## src/design/sim_pkg.sv

```systemverilog
// Package of constants and carrier types for the supply integrity monitor.
//----------------------------------------------------------------------------
// Summary of operation
// Hold chip reset while the low-supply comparator reports low supply.
// Analog comparator gives hysteresis; digital side follows its output.
// Threshold level comes from a static option input, not software.
// Drive the reset pin low while low-supply reset is active.
// No supply reset at all when option disables the detector.
// Low-supply reset wins over watchdog and clears the watchdog cause.
// Warning status is real-time comparator level, read-only.
// Warning detection and interrupt work only with detector enabled.
// Warning threshold follows the selected low-supply threshold.
// Raise a warning request on both falling and rising crossings.
// Forward warning interrupt only when enabled and CPU mask clear.
// Wait mode changes nothing; warning interrupt wakes from wait.
// In halt the control and status contents are frozen; the event status register still records crossings.
// In halt the detector runs but cannot wake the device.
// Illegal opcode or prefix from the CPU also resets the chip.
// Low-supply reset sets a cause flag, cleared only by writing zero.
// Pending warning interrupt clears when the CPU enters its routine.
// Both comparator outputs pass a two-stage synchroniser first.
//----------------------------------------------------------------------------
package sim_pkg;
   localparam logic [3:0] SIM_ADDR_CSR = 4'h0;
   localparam logic [3:0] SIM_ADDR_IRQ_STATUS = 4'h1;
   localparam logic [3:0] SIM_ADDR_IRQ_MASK = 4'h2;
   localparam int SIM_BIT_IRQ_ENABLE = 0;
   localparam int SIM_BIT_WARN_STATUS = 1;
   localparam int SIM_BIT_RESET_CAUSE = 2;
   localparam int SIM_BIT_WDG_CAUSE = 3;
   localparam int SIM_EV_FALL = 0;
   localparam int SIM_EV_RISE = 1;
   localparam logic [1:0] SIM_IRQ_MASK_RESET = 2'h3;
   typedef enum logic [1:0] {
      SIM_LVL_LOW = 2'b00,
      SIM_LVL_MED = 2'b01,
      SIM_LVL_HIGH = 2'b10
   } sim_level_e;
   typedef struct packed {
      logic enable;
      sim_level_e level;
   } sim_option_s;
   typedef struct packed {
      logic wait_mode;
      logic halt_mode;
      logic irq_mask;
      logic irq_ack;
      logic illegal_op;
      logic wdg_reset;
   } sim_cpu_s;
endpackage

```

## src/design/sim_monitor.sv

```systemverilog
// Supply integrity monitor: reset generation, warning status and interrupt.
//
// Added by the designer: the Avalon-MM slave port and the register offsets.
`timescale 1ns/100ps
module sim_monitor
   import sim_pkg::*;
(
   input wire logic clk,
   input wire logic rst_b,
   input wire logic low_supply_cmp,
   input wire logic warn_cmp,
   input wire sim_option_s option,
   input wire sim_cpu_s cpu,
   output logic [1:0] cmp_level_sel,
   output logic chip_reset,
   output logic reset_pin_o,
   output logic reset_pin_oe,
   output logic warn_irq,
   output logic wake_req,
   output logic irq,
   input wire logic [3:0] avs_address,
   input wire logic avs_read,
   input wire logic avs_write,
   input wire logic [31:0] avs_writedata,
   output logic [31:0] avs_readdata,
   output logic avs_waitrequest
);
   //-------------------------------------------------------------------------
   // Synchronisers
   //-------------------------------------------------------------------------
   logic lv_meta, lv_sync, wv_meta, wv_sync, wv_prev;
   always_ff @(posedge clk) begin
      lv_meta <= low_supply_cmp;
      lv_sync <= lv_meta;
      wv_meta <= warn_cmp;
      wv_sync <= wv_meta;
   end

   // Comparator thresholds are fixed by the option, so hysteresis stays
   // analog; the shared selector keeps both detectors on one level.
   assign cmp_level_sel = option.level; // see R03 // see R09 //

   //-------------------------------------------------------------------------
   // Reset generation
   //-------------------------------------------------------------------------
   logic low_reset;
   assign low_reset = option.enable & lv_sync; // see R01 //
   assign chip_reset = low_reset | cpu.illegal_op;
   assign reset_pin_o = 1'b0;
   assign reset_pin_oe = low_reset;

   //-------------------------------------------------------------------------
   // Control and status state
   //-------------------------------------------------------------------------
   logic irq_enable, warn_status, reset_cause, wdg_cause, pending;
   logic [1:0] ev_status, ev_mask, ev_set;
   logic warn_live, bus_wr, bus_rd, hit_csr, hit_st, hit_mk;
   assign warn_live = option.enable & wv_sync;
   assign bus_wr = avs_write & ~cpu.halt_mode;
   assign bus_rd = avs_read;
   function automatic logic sim_hit(input logic [3:0] a,
                                    input logic [3:0] r);
      return a == r;
   endfunction
   assign hit_csr = sim_hit(avs_address, SIM_ADDR_CSR);
   assign hit_st = sim_hit(avs_address, SIM_ADDR_IRQ_STATUS);
   assign hit_mk = sim_hit(avs_address, SIM_ADDR_IRQ_MASK);

   always_ff @(posedge clk) begin
      if (!rst_b) begin
         wv_prev <= 1'b0;
      end else begin
         wv_prev <= warn_live;
      end
   end
   assign ev_set[SIM_EV_FALL] = warn_live & ~wv_prev;
   assign ev_set[SIM_EV_RISE] = ~warn_live & wv_prev;

   // Status freezes in halt; the comparator itself keeps running.
   always_ff @(posedge clk) begin
      if (!rst_b) begin
         warn_status <= 1'b0;
      end else if (!cpu.halt_mode) begin
         warn_status <= warn_live;
      end
   end

   always_ff @(posedge clk) begin
      if (!rst_b) begin
         irq_enable <= 1'b0;
      end else if (bus_wr && hit_csr) begin
         irq_enable <= avs_writedata[SIM_BIT_IRQ_ENABLE];
      end
   end

   // The cause flags must outlive the resets they record, so they are not
   // cleared by rst_b; only the low-supply event itself initialises them.
   always_ff @(posedge clk) begin
      if (low_reset) begin
         reset_cause <= 1'b1;
         wdg_cause <= 1'b0;
      end else begin
         if (cpu.wdg_reset) begin
            wdg_cause <= 1'b1;
         end else if (bus_wr && hit_csr &&
                      !avs_writedata[SIM_BIT_WDG_CAUSE]) begin
            wdg_cause <= 1'b0;
         end
         if (bus_wr && hit_csr && !avs_writedata[SIM_BIT_RESET_CAUSE]) begin
            reset_cause <= 1'b0;
         end
      end
   end

   // Pending request: set beats the acknowledge from interrupt entry.
   always_ff @(posedge clk) begin
      if (!rst_b) begin
         pending <= 1'b0;
      end else if (!cpu.halt_mode && irq_enable && |ev_set) begin
         pending <= 1'b1;
      end else if (cpu.irq_ack) begin
         pending <= 1'b0;
      end
   end
   assign warn_irq = pending & ~cpu.irq_mask;
   // see R12 //
   assign wake_req = warn_irq & cpu.wait_mode & ~cpu.halt_mode;

   //-------------------------------------------------------------------------
   // Sticky event status and mask
   //-------------------------------------------------------------------------
   always_ff @(posedge clk) begin
      if (!rst_b) begin
         ev_status <= 2'h0;
      end else begin
         ev_status <= (ev_status &
                       ~((bus_wr && hit_st) ? avs_writedata[1:0] : 2'h0)) |
                      ev_set;
      end
   end
   always_ff @(posedge clk) begin
      if (!rst_b) begin
         ev_mask <= SIM_IRQ_MASK_RESET;
      end else if (bus_wr && hit_mk) begin
         ev_mask <= avs_writedata[1:0];
      end
   end
   assign irq = |(ev_status & ~ev_mask);

   //-------------------------------------------------------------------------
   // Avalon slave: zero wait states, unmapped reads return zero
   //-------------------------------------------------------------------------
   assign avs_waitrequest = 1'b0;
   always_comb begin
      avs_readdata = 32'h0;
      if (bus_rd && hit_csr) begin
         avs_readdata[SIM_BIT_IRQ_ENABLE] = irq_enable;
         avs_readdata[SIM_BIT_WARN_STATUS] = warn_status;
         avs_readdata[SIM_BIT_RESET_CAUSE] = reset_cause;
         avs_readdata[SIM_BIT_WDG_CAUSE] = wdg_cause;
      end else if (bus_rd && hit_st) begin
         avs_readdata[1:0] = ev_status;
      end else if (bus_rd && hit_mk) begin
         avs_readdata[1:0] = ev_mask;
      end
   end

   //-------------------------------------------------------------------------
   // Checks
   //-------------------------------------------------------------------------
   chk_reset_follows: assert property (@(posedge clk)
      (option.enable && lv_sync) |-> chip_reset)
      else $error("reset missing during low supply");
   chk_reset_disabled: assert property (@(posedge clk)
      (!option.enable && !cpu.illegal_op) |-> !chip_reset)
      else $error("reset while detector disabled");
   chk_pin_drive: assert property (@(posedge clk)
      reset_pin_oe == low_reset)
      else $error("reset pin drive mismatch");
   chk_wdg_clear: assert property (@(posedge clk)
      low_reset |=> (!wdg_cause && reset_cause))
      else $error("watchdog cause not cleared");
   chk_warn_sync: assert property (@(posedge clk)
      (rst_b && option.enable && !cpu.halt_mode)[*3]
      |-> warn_status == $past(wv_meta, 2))
      else $error("status not two-stage synchronised");
   chk_halt_freeze: assert property (@(posedge clk)
      disable iff (!rst_b) cpu.halt_mode |=> $stable(warn_status))
      else $error("status changed in halt");
   chk_edge_pend: assert property (@(posedge clk)
      disable iff (!rst_b)
      (|ev_set && irq_enable && !cpu.halt_mode) |=> pending)
      else $error("crossing did not pend");
   chk_ack_clear: assert property (@(posedge clk)
      disable iff (!rst_b) (cpu.irq_ack && !(|ev_set)) |=> !pending)
      else $error("ack did not clear pending");
   chk_mask_gate: assert property (@(posedge clk)
      cpu.irq_mask |-> !warn_irq)
      else $error("irq forwarded while masked");
   chk_halt_wake: assert property (@(posedge clk)
      cpu.halt_mode |-> !wake_req)
      else $error("wake from halt");

   //-------------------------------------------------------------------------
   // Further checks
   //-------------------------------------------------------------------------
   chk_pin_level: assert property (@(posedge clk)
      reset_pin_o == 1'b0)
      else $error("reset pin driven high");
   chk_pin_release: assert property (@(posedge clk)
      !low_reset |-> !reset_pin_oe)
      else $error("reset pin held without low supply");
   chk_illegal_reset: assert property (@(posedge clk)
      cpu.illegal_op |-> chip_reset)
      else $error("illegal opcode did not reset");
   chk_reset_source: assert property (@(posedge clk)
      chip_reset |-> (low_reset || cpu.illegal_op))
      else $error("reset without a cause");
   chk_sync_delay: assert property (@(posedge clk)
      (option.enable && $past(lv_meta)) |-> low_reset)
      else $error("low supply not passed through two stages");
   chk_lv_two_stage: assert property (@(posedge clk)
      $rose(lv_sync) |-> $past(lv_meta))
      else $error("low supply skipped first stage");
   chk_level_sel: assert property (@(posedge clk)
      cmp_level_sel == option.level)
      else $error("threshold select differs from option");
   chk_level_static: assert property (@(posedge clk)
      $stable(option.level) |-> $stable(cmp_level_sel))
      else $error("threshold moved without option change");
   chk_warn_gate: assert property (@(posedge clk)
      !option.enable |-> !warn_live)
      else $error("warning live while detector disabled");
   chk_off_status: assert property (@(posedge clk)
      disable iff (!rst_b)
      (!$past(option.enable) && !$past(cpu.halt_mode)) |-> !warn_status)
      else $error("warning status while detector disabled");
   chk_fall_status: assert property (@(posedge clk)
      disable iff (!rst_b) ev_set[SIM_EV_FALL] |=> ev_status[SIM_EV_FALL])
      else $error("falling crossing not recorded");
   chk_rise_status: assert property (@(posedge clk)
      disable iff (!rst_b) ev_set[SIM_EV_RISE] |=> ev_status[SIM_EV_RISE])
      else $error("rising crossing not recorded");
   chk_events_excl: assert property (@(posedge clk)
      !(ev_set[SIM_EV_FALL] && ev_set[SIM_EV_RISE]))
      else $error("both crossings at once");
   chk_fall_once: assert property (@(posedge clk)
      disable iff (!rst_b) ev_set[SIM_EV_FALL] |=> !ev_set[SIM_EV_FALL])
      else $error("falling crossing repeated");
   chk_rise_once: assert property (@(posedge clk)
      disable iff (!rst_b) ev_set[SIM_EV_RISE] |=> !ev_set[SIM_EV_RISE])
      else $error("rising crossing repeated");
   chk_fall_sticky: assert property (@(posedge clk)
      disable iff (!rst_b)
      (ev_status[0] && !(bus_wr && hit_st && avs_writedata[0]))
      |=> ev_status[0])
      else $error("falling status lost");
   chk_rise_sticky: assert property (@(posedge clk)
      disable iff (!rst_b)
      (ev_status[1] && !(bus_wr && hit_st && avs_writedata[1]))
      |=> ev_status[1])
      else $error("rising status lost");
   chk_fall_w1c: assert property (@(posedge clk)
      disable iff (!rst_b)
      (bus_wr && hit_st && avs_writedata[0] && !ev_set[0]) |=> !ev_status[0])
      else $error("falling status not cleared");
   chk_rise_w1c: assert property (@(posedge clk)
      disable iff (!rst_b)
      (bus_wr && hit_st && avs_writedata[1] && !ev_set[1]) |=> !ev_status[1])
      else $error("rising status not cleared");
   chk_irq_masked: assert property (@(posedge clk)
      (ev_mask == 2'h3) |-> !irq)
      else $error("irq while fully masked");
   chk_mask_reset: assert property (@(posedge clk)
      !rst_b |=> ev_mask == SIM_IRQ_MASK_RESET)
      else $error("mask reset value wrong");
   chk_status_reset: assert property (@(posedge clk)
      !rst_b |=> ev_status == 2'h0)
      else $error("event status not reset");
   chk_pend_reset: assert property (@(posedge clk)
      !rst_b |=> !pending)
      else $error("pending not reset");
   chk_en_reset: assert property (@(posedge clk)
      !rst_b |=> !irq_enable)
      else $error("irq enable not reset");
   chk_wstat_reset: assert property (@(posedge clk)
      !rst_b |=> !warn_status)
      else $error("warning status not reset");
   chk_halt_no_pend: assert property (@(posedge clk)
      disable iff (!rst_b) (cpu.halt_mode && !pending) |=> !pending)
      else $error("crossing pended in halt");
   chk_halt_csr: assert property (@(posedge clk)
      disable iff (!rst_b) cpu.halt_mode |=> $stable(irq_enable))
      else $error("irq enable changed in halt");
   chk_irq_fwd: assert property (@(posedge clk)
      (pending && !cpu.irq_mask) |-> warn_irq)
      else $error("unmasked request not forwarded");
   chk_irq_need_pend: assert property (@(posedge clk)
      warn_irq |-> pending)
      else $error("irq without pending request");
   chk_enable_gate: assert property (@(posedge clk)
      disable iff (!rst_b) (!irq_enable && !pending) |=> !pending)
      else $error("request pended while disabled");
   chk_wait_wake: assert property (@(posedge clk)
      (warn_irq && cpu.wait_mode && !cpu.halt_mode) |-> wake_req)
      else $error("no wake from wait");
   chk_wake_src: assert property (@(posedge clk)
      wake_req |-> (cpu.wait_mode && pending))
      else $error("wake without cause");
   chk_wait_same: assert property (@(posedge clk)
      disable iff (!rst_b)
      (cpu.wait_mode && !cpu.halt_mode) |=> warn_status == $past(warn_live))
      else $error("status stalled in wait");
   chk_cause_set: assert property (@(posedge clk)
      low_reset |=> reset_cause)
      else $error("reset cause not set");
   chk_cause_keep: assert property (@(posedge clk)
      (reset_cause &&
       !(bus_wr && hit_csr && !avs_writedata[SIM_BIT_RESET_CAUSE]))
      |=> reset_cause)
      else $error("reset cause lost");
   chk_cause_clear: assert property (@(posedge clk)
      (bus_wr && hit_csr && !avs_writedata[SIM_BIT_RESET_CAUSE] &&
       !low_reset) |=> !reset_cause)
      else $error("reset cause not cleared");
   chk_wdg_set: assert property (@(posedge clk)
      (cpu.wdg_reset && !low_reset) |=> wdg_cause)
      else $error("watchdog cause not set");
   chk_wdg_keep: assert property (@(posedge clk)
      (wdg_cause && !low_reset &&
       !(bus_wr && hit_csr && !avs_writedata[SIM_BIT_WDG_CAUSE]))
      |=> wdg_cause)
      else $error("watchdog cause lost");
   chk_read_csr: assert property (@(posedge clk)
      (bus_rd && hit_csr)
      |-> avs_readdata[SIM_BIT_WARN_STATUS] == warn_status)
      else $error("status bit not readable");
   chk_ro_status: assert property (@(posedge clk)
      disable iff (!rst_b)
      (bus_wr && hit_csr) |=> warn_status == $past(warn_live))
      else $error("write changed warning status");
   chk_read_idle: assert property (@(posedge clk)
      !bus_rd |-> avs_readdata == 32'h0)
      else $error("read data without read");
   chk_pend_hold: assert property (@(posedge clk)
      disable iff (!rst_b) (pending && !cpu.irq_ack) |=> pending)
      else $error("pending lost without ack");
   chk_lv_off: assert property (@(posedge clk)
      !option.enable |-> !reset_pin_oe)
      else $error("pin driven while detector disabled");
   chk_rise_pend: assert property (@(posedge clk)
      disable iff (!rst_b)
      (ev_set[SIM_EV_RISE] && irq_enable && !cpu.halt_mode) |=> pending)
      else $error("rising crossing did not pend");
   chk_enable_write: assert property (@(posedge clk)
      disable iff (!rst_b) (bus_wr && hit_csr)
      |=> irq_enable == $past(avs_writedata[SIM_BIT_IRQ_ENABLE]))
      else $error("irq enable write lost");
   chk_mask_write: assert property (@(posedge clk)
      disable iff (!rst_b) (bus_wr && hit_mk)
      |=> ev_mask == $past(avs_writedata[1:0]))
      else $error("mask write lost");

   cov_low_reset: cover property (@(posedge clk) low_reset ##1 !low_reset);
   cov_fall_irq: cover property (@(posedge clk)
      ev_set[SIM_EV_FALL] ##1 pending);
   cov_rise_irq: cover property (@(posedge clk)
      ev_set[SIM_EV_RISE] ##1 pending);
   cov_halt_event: cover property (@(posedge clk)
      cpu.halt_mode && |ev_set);
   cov_wake: cover property (@(posedge clk) wake_req);
endmodule // sim_monitor

```

## config.mk

```make
export PLATFORM = sky130hd
export DESIGN_NAME = sim_monitor
export DESIGN_NICKNAME = d
export VERILOG_FILES = /design/src/design/sim_pkg.sv /design/src/design/sim_monitor.sv
export SDC_FILE = /design/constraint.sdc
export NUM_CORES = 1
export LEC_CHECK = 0
export ABC_CLOCK_PERIOD_IN_PS = 1800
export BUFFER_PORTS_ARGS = -buffer_cell sky130_fd_sc_hd__buf_4
export CORE_MARGIN = 10
export CORE_UTILIZATION = 35
export CTS_BUF_LIST = sky130_fd_sc_hd__clkbuf_16
export CTS_CLUSTER_DIAMETER = 40
export DETAILED_ROUTE_END_ITERATION = 12
export PLACE_DENSITY = 0.79
export SYNTH_ARGS = -nofsm -noshare
export SYNTH_HDL_FRONTEND = slang
export SYNTH_SLANG_ARGS = --single-unit
```

## constraint.sdc

```tcl
create_clock -name clk -period 1.8 [get_ports clk]
set_clock_uncertainty 0.1 [all_clocks]
set_input_delay 0.36 -clock clk [delete_from_list [all_inputs] [get_ports clk]]
set_output_delay 0.36 -clock clk [all_outputs]
set_load 0.01 [all_outputs]
```

==> results.txt <==
Port buffer count: 29
Initial drt markers: 15
RSZ-0062 raised after global routing: false
CTS tree: done
Final slew viol count: 0
Critical path fanouts, max: 3
VDD IR-drop max: 0.9364 mV
Final Hold Fails: 0
Mapped Area: 930.9 µm²
Hold-fix buffers, CTS: 0
Critical Path Sink Type: output port
CP top delay family: flip-flops
Sequential area share after synthesis: 30.11%
Hold Path Stages: 1
Vert. Die Dim: 71.57 µm
Fin crit share: 92.42%
# IOs: 92
Async set or reset register ratio after synthesis: 0%
Setup Fix Bufs, Post-CTS: 0
Post-synthesis instance total: 108
Initial Utilization: 37.24%
Vias in the first global route: 723
R2r worst-path depth: 6
Share of post-route cells with drive strength above 1: 29.85%
Req. time, crit path: 1.34 ns
Pin count of the biggest net entering global routing: 12
Detailed Place HPWL: 1787 µm
FF-to-FF Start: wv_sync
Final Core Density: 44.44%
Multi-input logic area: 478.0 µm²
Clock buffer depth: 2
Max incr delay on CP: 0.36 ns
Most frequent cells in the layout: conb_1, buf_4, dfxtp_1, nand2_1
Fillers: 247
Power, Total: 860.2 µW
R2r endpoint: pending
Final RePlAce weighted congestion: 0.7315
Pwr/cell area: 774.2 nW/µm²
Leakage power total: 0.5515 nW
Hold Path Class: in -> reg
Sum Neg Setup Slack: 0 ns
Reg clk slew, reported paths: 0.04 ns
# DRC: 0
Synth warnings: 0
Diode count: 0
Min cycle time layout: 1.663 ns
Total wire length: 2035 µm
Htree depth: 1
CTS Buf Count: 3
Sink Count: 14
Synth-to-Final Area Change: 19.36%
Worst Path Buf+Inv: 1
Post_cts resized: 0
CP Data Arrival Time: 1.20 ns
Nets: 189
Synth Area per Inst: 8.619 µm²
Fmax achieved: 601.2 MHz
Crit path kind: reg -> out
Worst Hold End: lv_meta
Clk root buf: clkbuf_16
Crit-path slowest cell: dfxtp_1
Outcome: finished clean
Full die area: 5122 µm²
GR Util All Layers: 7.520%
Commonest non-fill, non-tap cell in the layout: conb_1
Crit start category: flip-flop
Ys flop type: dfxtp_1
Crit path cell chain: mux2i_1, or2_0, a21oi_1, buf_4
Core area: 2500 µm²
Clk_lat worst skew: 0.24 ns
Antenna-violating nets left: 0
Die W: 71.57 µm
R2R Setup Slk: 0.67 ns
Initial DRT Pass Iterations: 2
Initial antenna violation count: 0
FP Rows: 18
Max-cap viol count: 0
Seq. cell area: 280.3 µm²
Final setup vio count: 0
Crit. Startpoint: irq_enable
Total number of vias: 693
Global-route wire length before repair: 3139 µm
Average routed wire per standard cell: 12.41 µm
Netlist cell types: 29
Vias per inst: 4.226
Min-delay src: low_supply_cmp
Congestion Overflow GR: 0
EDFF count, synth: 0
Post-synthesis register bit count: 14
## synthesized netlist by cell type (2+ instances only)
library cell | count | area, µm²
a21oi_1 | 3 | 15.01
a31oi_1 | 2 | 12.51
and2_1 | 2 | 12.51
and2b_1 | 2 | 15.01
and2b_2 | 3 | 26.28
buf_4 | 32 | 240.2
clkbuf_1 | 2 | 7.510
dfxtp_1 | 14 | 280.3
ha_1 | 2 | 25.02
inv_1 | 6 | 22.52
mux2i_1 | 5 | 50.05
nand2_1 | 7 | 26.28
nor2_1 | 6 | 22.52
nor2b_1 | 3 | 18.77
nor4b_1 | 2 | 17.52
o21ai_0 | 3 | 15.01
or2_0 | 2 | 12.51
## report_power, final
group	leakage [nW]	switching (mW)	internal, mW
clock network	0.0370	0.121	0.290
logic	0.399	0.0670	0.0531
registers	0.115	0.00559	0.324
total	0.552	0.194	0.667
## final cells by class
cell class / instances / share of cell area [%]
multi-input combinational: 82 / 43.02
sequential: 14 / 25.23
timing repair buffer: 29 / 19.59
clock buffer: 3 / 6.757
tap: 30 / 3.378
inverter: 6 / 2.027
## cells by family after synthesis
kind of cell,share of synthesized area [%]
other,0.4028
AOI/OAI and AO/OA,6.989
and+or+nand+nor,24.20
buffers and inverters,30.24
muxes,5.377
DFF,30.11
adders and majority gates,2.688
## through the flow
stage | area [µm²] | worst slack [ns] | hold WS (ns) | instances
after floorplan | 1040 | 0.1891 | 0.2096 | 137
after global placement | 1036 | 0.1184 | 0.2113 | 161
after detailed placement | 1036 | 0.08467 | 0.2121 | 161
after CTS | 1111 | 0.1359 | 0.1138 | 164
after global routing | 1111 | 0.03406 | 0.1166 | 164
final | 1111 | 0.1365 | 0.1189 | 164
## per-layer routing
metal | part of all wire (%) | wire, µm | GRT usage, % | vias to the layer above
met4 | 1.5 | 30 | 3.871 | 0
li1 | - | - | - | 340
met3 | 21 | 418 | 7.163 | 2
met1 | 35 | 710 | 6.393 | 307
met5 | 0 | 0 | 0 | -
met2 | 43 | 875 | 11.57 | 44
## worst max path at each step
stage	end	slack, ns	cells after the start
after floorplan	ev_mask[0]	0.19	4
after detailed placement	ev_mask[1]	0.08	4
final	avs_readdata[0]	0.14	4
after global routing	avs_readdata[2]	0.03	5
after CTS	avs_readdata[0]	0.14	4
after global placement	ev_mask[0]	0.12	4
## registers in the layout, indices dropped and copies added, names as in the netlist
signal	flops
lv_meta	1
ev_status	2
reset_cause	1
wdg_cause	1
ev_mask	2
wv_sync	1
pending	1
warn_status	1
lv_sync	1
wv_meta	1
irq_enable	1
wv_prev	1
Note: power is estimated with default switching activity, not from simulation.
